File: src/pkg/hwt_pkg.sv
// hibernation wake timer: register map, field layout, reset values, timing
// assumes one 250 MHz core clock; the 32.768 kHz time base is derived by a rate divider
package hwt_pkg;
    localparam int unsigned ADDR_W         = 8;
    localparam int unsigned DATA_W         = 16;
    localparam int unsigned CNT_W          = 16;

    localparam logic [7:0]  OFF_PRELOAD    = 8'h00;
    localparam logic [7:0]  OFF_CONTROL    = 8'h04;
    localparam logic [7:0]  OFF_COUNT      = 8'h08;
    localparam logic [7:0]  OFF_IRQ_STATUS = 8'h0c;
    localparam logic [7:0]  OFF_IRQ_MASK   = 8'h10;

    localparam int unsigned CTRL_RES_BIT   = 0;
    localparam int unsigned IRQ_EXPIRE_BIT = 0;

    localparam logic [15:0] PRELOAD_RST    = 16'h0000;
    localparam logic [15:0] COUNT_RST      = 16'h0000;
    localparam logic        CTRL_RES_RST   = 1'b0;
    localparam logic        IRQ_MASK_RST   = 1'b0;

    // core clock and slow time base, in hertz
    localparam longint unsigned CORE_HZ    = 64'd250000000;
    localparam longint unsigned SLOW_HZ    = 64'd32768;
    // core cycles per slow tick, rounded down (about 30.5 us)
    localparam int unsigned SLOW_DIV       = int'(CORE_HZ / SLOW_HZ);
    // slow ticks per coarse step: 0.125 s at 32768 Hz
    localparam int unsigned COARSE_MS      = 125;
    localparam int unsigned COARSE_TICKS   = int'((SLOW_HZ * COARSE_MS) / 64'd1000);
    // cycles the clock request stays high after an access
    localparam int unsigned CLKREQ_HOLD    = 2;

    typedef struct packed {
        logic [ADDR_W-1:0] addr;
        logic [DATA_W-1:0] wdata;
        logic              wr;
        logic              rd;
    } hwt_bus_req_t;
endpackage

File: src/core/hwt_tick_div.sv
// hwt_tick_div: free-running divider giving a one-cycle pulse every DIV enabled cycles
// assumes same clock and reset as its parent
module hwt_tick_div #(
    parameter int unsigned DIV = 8
) (
    input  wire logic core_clk,
    input  wire logic nrst,
    input  wire logic ce,
    input  wire logic step,
    output logic      tick
);
    localparam int unsigned W = (DIV > 1) ? $clog2(DIV) : 1;
    localparam logic [W-1:0] LAST = W'(DIV - 1);

    logic [W-1:0] cnt_reg;

    always_ff @(posedge core_clk or negedge nrst) begin
        if (!nrst) begin
            cnt_reg <= '0;
        end else if (ce && step) begin
            cnt_reg <= (cnt_reg == LAST) ? '0 : cnt_reg + W'(1);
        end
    end

    assign tick = ce && step && (cnt_reg == LAST);
endmodule

File: src/core/hwt_timer.sv
// hwt_timer: 16-bit hibernation wake down-counter with register port and interrupt
// assumes a single-cycle register master on core_clk; no bus wait states
//
// Functional notes
// - counter is sixteen bits wide and counts down toward zero
// - two resolutions: fine up to about 2 s, coarse 0.125 s up to 136.5 min
// - nonzero preload write loads counter and starts counting down from it
// - reaching zero while enabled pulses the event output and raises interrupt
// - expiry event is usable as a wake source during hibernation
// - counting derives from the 32 kHz time base through a prescaler
// - counting runs on the slow base divided from core_clk; it halts when core_clk stops or ce is low
// - sleep enable inputs are ignored and never affect counting
// - clock request asserted only around register accesses, briefly
// - system reset returns all register-map fields to defaults; the prescaler dividers keep running
// - preload at 00h, control at 04h, count at 08h
// - writing zero to preload disables counter; no decrements, no events
// - control bit set gives 0.125 s per count, clear gives 30.5 us
// - count register reads live counter value and ignores writes
module hwt_timer #(
    parameter int unsigned SLOW_DIV     = hwt_pkg::SLOW_DIV,
    parameter int unsigned COARSE_TICKS = hwt_pkg::COARSE_TICKS
) (
    input  wire logic                       core_clk,
    input  wire logic                       nrst,
    input  wire logic                       ce,
    input  wire logic                       system_reset_in,
    input  wire logic [hwt_pkg::ADDR_W-1:0] addr,
    input  wire logic [hwt_pkg::DATA_W-1:0] wdata,
    input  wire logic                       wr,
    input  wire logic                       rd,
    output logic      [hwt_pkg::DATA_W-1:0] rdata,
    input  wire logic                       sleep_en,
    output logic                            clk_req,
    output logic                            wake_count_event,
    output logic                            wake_out,
    output logic                            irq
);
    hwt_pkg::hwt_bus_req_t req;
    assign req = '{addr: addr, wdata: wdata, wr: wr, rd: rd};

    // reset pin comes from outside: two-stage synchroniser
    logic srst_meta_reg;
    logic srst_reg;
    always_ff @(posedge core_clk or negedge nrst) begin
        if (!nrst) begin
            srst_meta_reg <= 1'b0;
            srst_reg      <= 1'b0;
        end else if (ce) begin
            srst_meta_reg <= system_reset_in;
            srst_reg      <= srst_meta_reg;
        end
    end

    // sleep_en deliberately unused: counting never stops for sleep
    logic unused_sleep;
    assign unused_sleep = sleep_en;

    logic [hwt_pkg::CNT_W-1:0] countdown_load_value_reg;
    logic [hwt_pkg::CNT_W-1:0] countdown_value_reg;
    logic                      run_reg;
    logic                      res_coarse_reg;
    logic                      irq_status_reg;
    logic                      irq_mask_reg;

    logic wr_preload;
    logic wr_control;
    logic wr_mask;
    logic rd_status;
    assign wr_preload = ce && req.wr && (req.addr == hwt_pkg::OFF_PRELOAD);
    assign wr_control = ce && req.wr && (req.addr == hwt_pkg::OFF_CONTROL);
    assign wr_mask    = ce && req.wr && (req.addr == hwt_pkg::OFF_IRQ_MASK);
    assign rd_status  = ce && req.rd && (req.addr == hwt_pkg::OFF_IRQ_STATUS);

    // slow base then coarse prescaler
    logic slow_tick;
    logic coarse_tick;
    logic step;
    hwt_tick_div #(.DIV(SLOW_DIV)) u_slow (
        .core_clk (core_clk),
        .nrst     (nrst),
        .ce       (ce),
        .step     (1'b1),
        .tick     (slow_tick)
    );
    hwt_tick_div #(.DIV(COARSE_TICKS)) u_coarse (
        .core_clk (core_clk),
        .nrst     (nrst),
        .ce       (ce),
        .step     (slow_tick),
        .tick     (coarse_tick)
    );
    assign step = res_coarse_reg ? coarse_tick : slow_tick;

    logic expire;
    assign expire = run_reg && step && (countdown_value_reg == hwt_pkg::CNT_W'(1)) && !srst_reg
                    && !wr_preload;

    always_ff @(posedge core_clk or negedge nrst) begin
        if (!nrst) begin
            countdown_load_value_reg <= hwt_pkg::PRELOAD_RST;
        end else if (ce) begin
            if (srst_reg) begin
                countdown_load_value_reg <= hwt_pkg::PRELOAD_RST;
            end else if (wr_preload) begin
                countdown_load_value_reg <= req.wdata;
            end
        end
    end

    always_ff @(posedge core_clk or negedge nrst) begin
        if (!nrst) begin
            countdown_value_reg <= hwt_pkg::COUNT_RST;
            run_reg             <= 1'b0;
        end else if (ce) begin
            if (srst_reg) begin
                countdown_value_reg <= hwt_pkg::COUNT_RST;
                run_reg             <= 1'b0;
            end else if (wr_preload) begin
                countdown_value_reg <= req.wdata;
                run_reg             <= (req.wdata != '0);
            end else if (run_reg && step) begin
                countdown_value_reg <= countdown_value_reg - hwt_pkg::CNT_W'(1);
                if (countdown_value_reg == hwt_pkg::CNT_W'(1)) begin
                    run_reg <= 1'b0;
                end
            end
        end
    end

    always_ff @(posedge core_clk or negedge nrst) begin
        if (!nrst) begin
            res_coarse_reg <= hwt_pkg::CTRL_RES_RST;
            irq_mask_reg   <= hwt_pkg::IRQ_MASK_RST;
        end else if (ce) begin
            if (srst_reg) begin
                res_coarse_reg <= hwt_pkg::CTRL_RES_RST;
                irq_mask_reg   <= hwt_pkg::IRQ_MASK_RST;
            end else begin
                if (wr_control) begin
                    res_coarse_reg <= req.wdata[hwt_pkg::CTRL_RES_BIT];
                end
                if (wr_mask) begin
                    irq_mask_reg <= req.wdata[hwt_pkg::IRQ_EXPIRE_BIT];
                end
            end
        end
    end

    // sticky status: a set in the same cycle as the read-clear wins
    always_ff @(posedge core_clk or negedge nrst) begin
        if (!nrst) begin
            irq_status_reg <= 1'b0;
        end else if (ce) begin
            if (srst_reg) begin
                irq_status_reg <= 1'b0;
            end else if (expire) begin
                irq_status_reg <= 1'b1;
            end else if (rd_status) begin
                irq_status_reg <= 1'b0;
            end
        end
    end

    always_ff @(posedge core_clk or negedge nrst) begin
        if (!nrst) begin
            wake_count_event <= 1'b0;
        end else if (ce) begin
            wake_count_event <= expire;
        end
    end

    assign wake_out = wake_count_event;
    assign irq      = irq_status_reg && irq_mask_reg;

    // read data, one cycle after the strobe; count reads live value
    always_ff @(posedge core_clk or negedge nrst) begin
        if (!nrst) begin
            rdata <= '0;
        end else if (ce) begin
            rdata <= '0;
            if (req.rd) begin
                unique case (req.addr)
                    hwt_pkg::OFF_PRELOAD:    rdata <= countdown_load_value_reg;
                    hwt_pkg::OFF_CONTROL:    rdata <= {15'h0000, res_coarse_reg};
                    hwt_pkg::OFF_COUNT:      rdata <= countdown_value_reg;
                    hwt_pkg::OFF_IRQ_STATUS: rdata <= {15'h0000, irq_status_reg};
                    hwt_pkg::OFF_IRQ_MASK:   rdata <= {15'h0000, irq_mask_reg};
                    default:                 rdata <= '0;
                endcase
            end
        end
    end

    // clock request: raised by any access, held briefly to move updates in
    logic [1:0] clkreq_cnt_reg;
    always_ff @(posedge core_clk or negedge nrst) begin
        if (!nrst) begin
            clkreq_cnt_reg <= '0;
        end else if (ce) begin
            if (req.wr || req.rd) begin
                clkreq_cnt_reg <= 2'(hwt_pkg::CLKREQ_HOLD);
            end else if (clkreq_cnt_reg != '0) begin
                clkreq_cnt_reg <= clkreq_cnt_reg - 2'h1;
            end
        end
    end
    assign clk_req = (req.wr || req.rd) || (clkreq_cnt_reg != '0);
endmodule

File: config.mk
export PLATFORM = sky130hd
export DESIGN_NAME = hwt_timer
export DESIGN_NICKNAME = d
export VERILOG_FILES = /design/src/pkg/hwt_pkg.sv /design/src/core/hwt_tick_div.sv /design/src/core/hwt_timer.sv
export SDC_FILE = /design/constraint.sdc
export NUM_CORES = 1
export LEC_CHECK = 0
export ABC_AREA = 0
export BUFFER_PORTS_ARGS = -buffer_cell sky130_fd_sc_hd__buf_2
export CORE_MARGIN = 2
export CORE_UTILIZATION = 55
export CTS_BUF_LIST = sky130_fd_sc_hd__clkbuf_4 sky130_fd_sc_hd__clkbuf_8
export CTS_CLUSTER_SIZE = 16
export DETAILED_ROUTE_END_ITERATION = 16
export MAX_ROUTING_LAYER = met4
export PLACE_DENSITY_LB_ADDON = 0.15
export SYNTH_ARGS = -nofsm -noshare
export SYNTH_HDL_FRONTEND = slang
export SYNTH_SLANG_ARGS = --single-unit
export TNS_END_PERCENT = 50
File: constraint.sdc
create_clock -name core_clk -period 2.49 [get_ports core_clk]
set_input_delay 0.249 -clock core_clk [delete_from_list [all_inputs] [get_ports core_clk]]
set_output_delay 0.249 -clock core_clk [all_outputs]
set_load 0.1 [all_outputs]
; Yosys cells after proc, flatten, opt, wreduce, memory -nomap -nowiden
; Cells that the tools add are included.
[word_totals]
ff_bits = 82
inputBits = 31
output_inout_bits = 20
word_cells = 82
[op_classes]
add_sub_neg = 4
n_eq_ne = 7
mux = 23
reduce_logical = 35
[ops]
columns = op, count
row1 = 2-to-1 mux 16 bit, 6
row2 = case mux 16 bit (5 select lines), 1
row3 = == test 16 x 1 -> 1 bit (second input constant), 1
row4 = == test 8 x 4 -> 1 bit (second input constant), 2
row5 = nonzero test 16 bit, 1
row6 = subtractor 16 x 1 -> 16 bit (second input constant), 1
row7 = logical AND 1 bit, 14
row8 = adder 13 x 1 -> 13 bit (second input constant), 1
row9 = == test 13 bit (second input constant), 1
row10 = 2-to-1 mux 13 bit, 1
row11 = adder 12 x 1 -> 12 bit (second input constant), 1
row12 = == test 12 bit (second input constant), 1
row13 = 2-to-1 mux 1 bit, 12
row14 = 2-to-1 mux 12 bit, 1
row15 = AND reduction 2 bit, 6
row16 = nonzero test 2 bit, 5
row17 = nonzero test 3 bit, 3
row18 = == test 8 x 3 -> 1 bit (second input constant), 1
row19 = == test 8 x 5 -> 1 bit (second input constant), 1
row20 = zero test 8 bit, 1
row21 = 2-to-1 mux 2 bit, 2
row22 = AND reduction 3 bit, 1
row23 = zero test 1 bit, 2
row24 = logical OR 1 bit, 2
row25 = subtractor 2 x 1 -> 2 bit (second input constant), 1

; Depth between registers and ports, before layout
[depth]
depth_word = 11
ltp_mapped = 8
mapped_depth_nobuf = 7

; Cells and area by module
; Synthesis repeated with hierarchy kept, for this count alone.
[unflattened]
hier_cells = 439
area_unflattened_um2 = 4349.2
[modules_own_cells]
columns = module, instances, cells_per_inst, area_each_um2, seq_area_each_um2
row1 = hwt_timer, 1, 296, 2997.9, 1426.4
row2 = hwt_tick_div (u_slow), 1, 77, 737.0, 325.3
row3 = hwt_tick_div (u_coarse), 1, 66, 614.3, 300.3

; Worst setup path before layout
; OpenSTA, ideal clock, no wires.
[synth_path]
kind = register to register
from = reg u_slow.cnt_reg[9]
to = reg u_coarse.cnt_reg[11]
setup_time_ns = 0.123
arrival_time_ns = 2.034
t_required_ns = 2.367
slack_ns = 0.333
path_stages_with_launch = 7
synth_period_minus_slack_ns = 2.157
path_cell_list = dfrtp_1 > or4b_4 > or4_4 > buf_6 > or2_0 > o21ai_1 > o21ai_1
[synth_via]
elab_chain_len = 3
[synth_lines]
columns = item, line
row1 = start: declaration, hwt_tick_div.sv:15  ; logic [W-1:0] cnt_reg;
row2 = start signal: assignment, hwt_tick_div.sv:21  ; cnt_reg <= (cnt_reg == LAST) ? '0 : cnt_reg + W'(1);
row3 = == test 13 bit, hwt_tick_div.sv:25  ; assign tick = ce && step && (cnt_reg == LAST);
row4 = logical AND 1 bit, hwt_tick_div.sv:25
row5 = logical AND 1 bit, hwt_tick_div.sv:20  ; end else if (ce && step) begin
row6 = end signal: assignment, hwt_tick_div.sv:21
row7 = end: declaration, hwt_tick_div.sv:15
; No other way between the ends.
; A chain may end at the register's enable or synchronous reset.

; Worst setup path in the final report
[layout_path]
from = reg u_slow.cnt_reg[9]
to = reg countdown_value_reg[6] in the netlist's numbering
[layout_via]
elab_chain_len = 8
[layout_lines]
columns = item, line
row1 = == test 13 bit (*), hwt_tick_div.sv:25
row2 = logical AND 1 bit (*), hwt_tick_div.sv:25
row3 = logical AND 1 bit (2 in series), hwt_tick_div.sv:25
row4 = 2-to-1 mux 1 bit (*), hwt_timer.sv:92  ; assign step = res_coarse_reg ? coarse_tick : slow_tick;
row5 = logical AND 1 bit (*), hwt_timer.sv:121  ; end else if (run_reg && step) begin
row6 = nonzero test 3 bit (no line) (*), n/a
row7 = AND reduction 2 bit (no line) (*), n/a
row8 = end signal: assignment, hwt_timer.sv:116  ; countdown_value_reg <= hwt_pkg::COUNT_RST;
row9 = end signal: assignment, hwt_timer.sv:119  ; countdown_value_reg <= req.wdata;
row10 = end signal: assignment, hwt_timer.sv:122  ; countdown_value_reg <= countdown_value_reg - hwt_pkg::CNT_W'(1);
row11 = end: declaration, hwt_timer.sv:59  ; logic [hwt_pkg::CNT_W-1:0] countdown_value_reg;
; Every way passes the cells marked *; elsewhere a longest branch is shown, timed or not.

==> out/summary.json <==
{
  "ys_dominant_reg_cell": "dfrtp_1",
  "ctsLongestPathBuffers": 2,
  "power.static_leakage_nw": 2.13,
  "worst_hold_path.endpoint": "srst_meta_reg",
  "chipWidth_um": 91.2,
  "grt_antenna_before_repair": 0,
  "pwr_density_cell_nw_per_um2": 738,
  "regToRegEndpoint": "countdown_value_reg[6]",
  "cts.htree.levels": 3,
  "design.final.nets": 517,
  "hold-path-cell-count": 2,
  "cap_viol_max_count": 0,
  "post_synth_num_cell_types": 61,
  "actual_transition_at_the_worst_max_transition_pin_ns": 0.766,
  "reg2reg_slack_ns": 0.13,
  "crit_arrival_ns": 2.60,
  "tritoncts": "built",
  "fp.dieArea_um2": 8320,
  "post-route-period-util_pct": 94.9,
  "cp.required_ns": 2.73,
  "synth_warnings": 0,
  "core.rowCount": 31,
  "netlist_top_cells_area": "dfrtp_1 49%, a22o_1 3.8%, o21ai_0 3.6%, a22oi_1 3.4%, o2bb2ai_1 3.3%",
  "gpl_congestion": 0.866,
  "first_global_vias": 3535,
  "worst_max_slew_margin_expressed_relative_to_the_limit_pct": 48.9,
  "synth_edf_count": 0,
  "initial_utilization_pct": 57.4,
  "detail_route.drc_violations": 0,
  "via_count": 3631,
  "ys_seq_elements": 82,
  "boundaryPins": 51,
  "synthDominantCellAreaShare_pct": 49.0,
  "clk_latency_worst_skew_pair_ns": 0.35,
  "groute.usage.overall_pct": 26.6,
  "hold_viol": 0,
  "mapped_avg_cell_area_um2": 9.94,
  "die_h_um": 91.2,
  "ys_seq_area_share_pct": 49.0,
  "unrepaired_setup_endpoints_after_global_routing": "no",
  "setup_viol": 0,
  "antenna_left": 0,
  "antenna_cells": 0,
  "cts_root_buffer": "clkbuf_8",
  "dp_hpwl_mm": 7.07,
  "final_layout_size_suffix_gt1_share_pct": 19.8,
  "synthArstFlopShare_pct": 100,
  "fmax_ghz": 0.423,
  "timing.hold.worst.start": "system_reset_in",
  "ir_worst_vdd_v": 0.000423,
  "grt_overflow_total": 0,
  "port_buffers": 49,
  "core_area_um2": 7290,
  "fin_crit_ns": 2.36,
  "fin_tns_setup_ns": 0,
  "slew_viol_final": 0,
  "final.hold.worst_slack_ns": 0.124,
  "grt_pass1_wl_mm": 17.4,
  "hold_path_class": "in -> reg",
  "timing.reg2reg.worst_path_depth": 6,
  "avgRoutedWirePerCell_um": 17.5,
  "worstSetupStartpointType": "flip-flop",
  "clock-skew-final_ns": 0.0121,
  "endpoint_kind": "flip-flop",
  "post_synth_inst_count": 421,
  "clkSinkCount": 82,
  "critPathKind": "reg -> reg",
  "drtIter0Drc": 226,
  "worst_flop_to_flop_path_startpoint": "u_slow.cnt_reg[9]",
  "layout-area-overhead-vs-synth_pct": 15.3,
  "grt_start_max_net_pins": 47,
  "detail_route.wirelength_mm": 10.2,
  "detailedRoute.firstPassIterationCount": 5,
  "post_cts_buffers": 0,
  "yosys.area.top_type": "dfrtp_1",
  "synth_fp_nets": 458,
  "ys_top_cells_by_count": "82 x dfrtp_1, 30 x nor2_1, 30 x o21ai_0",
  "status": "complete, no violations",
  "syn-cell-area_um2": 4180,
  "ctsResizeCount": 0,
  "vias_per_cell": 6.22,
  "cts-buffers-inserted": 9,
  "worst-path-max-fanout": 14,
  "yosys.cell_count.top_type": "dfrtp_1",
  "cts.clk_slew.worst_paths_ns": 0.09
}
-- cells by family (layout without fill, tap and decap cells) --
group                      after synthesis  count (layout)  synth area share, %
AOI/OAI and AO/OA                      145             145                 24.0
xor gates and xnor gates                12              12                 2.51
adders and majority gates                6               6                 1.79
buffers and inverters                   31              95                 3.17
DFF                                     82              82                 49.0
muxes                                    3               3                 1.05
and+or+nand+nor                        142             142                 18.5
-- metrics by stage --
step           power (W)  cell area (um^2)  util [%]  cells  setup slack [ns]
2_1_floorplan    0.00226              4180         -    421             0.333
3_3_place_gp     0.00253              4610      63.2    567             0.216
3_5_place_dp     0.00257              4610      63.2    567             0.166
4_1_cts          0.00356              4830      66.2    584             0.135
5_1_grt          0.00377              4830      66.2    584            0.0209
6_report         0.00356              4830      66.2    584             0.128
-- power by group --
group	internal [W]	leakage, nW	switching, W
clock	0.000514	0.103	0.000481
combinational	0.000366	0.914	0.000519
sequential	0.00148	1.12	0.000206
-- routing by layer --
metal | share of wire (%) | up-vias | GRT usage [%]
met2 | 45 | 109 | 38.6
met4 | 1.0 | 0 | 6.94
met1 | 49 | 1793 | 38.8
met3 | 5.2 | 8 | 4.98
li1 | - | 1721 | -
met5 | 0 | - | -
-- layout make-up --
class	instances	area [um^2]
Multi-Input combinational cell	308	2000
Sequential cell	82	2050
Tap cell	99	124
Clock inverter	4	51.3
Inverter	11	41.3
Fill cell	610	2470
Clock buffer	12	153
Timing Repair Buffer	68	405
-- what timing repair did --
action	in CTS	in global routing
hold buffers	1	0
hold endpoints to repair	45	0
endpoints found under the setup margin	0	0
-- critical path, cell delays in order, from the launching register on --
cell and delay (ns):
dfrtp_1 0.43, or4b_4 0.60, nor4_4 0.31, a32oi_2 0.34
buf_4 0.30, o21ai_0 0.18, o21ai_1 0.09
-- worst max path at each step --
stage,slack (ns),cells after the start,end,start
after CTS,0.13,6,countdown_value_reg[11],u_slow.cnt_reg[9]
after floorplan,0.33,6,u_coarse.cnt_reg[11],u_slow.cnt_reg[9]
after global placement,0.22,6,countdown_value_reg[6],u_slow.cnt_reg[9]
after global routing,0.02,6,countdown_value_reg[11],u_slow.cnt_reg[9]
final,0.13,6,countdown_value_reg[6],u_slow.cnt_reg[9]
after detailed placement,0.17,6,countdown_value_reg[11],u_slow.cnt_reg[9]
-- cells in the final DEF, fill, tap and decap left out, types with 4 or more instances in the layout --
| cell type | n |
|---|---|
| buf_4 | 18 |
| xnor2_1 | 5 |
| and3_1 | 5 |
| o21ai_1 | 17 |
| nor2_1 | 30 |
| o21ai_0 | 30 |
| nand3_1 | 16 |
| a22oi_1 | 19 |
| o2bb2ai_1 | 16 |
| nor4_1 | 9 |
| buf_2 | 48 |
| inv_1 | 11 |
| a21oi_1 | 17 |
| nand2_1 | 28 |
| ha_1 | 6 |
| a22o_1 | 18 |
| nor3_1 | 12 |
| a31oi_1 | 6 |
| o31ai_1 | 4 |
| nand4_1 | 12 |
| xor2_1 | 7 |
| dfrtp_1 | 82 |
| clkbuf_8 | 10 |
Power figures use the tool's default switching activity.
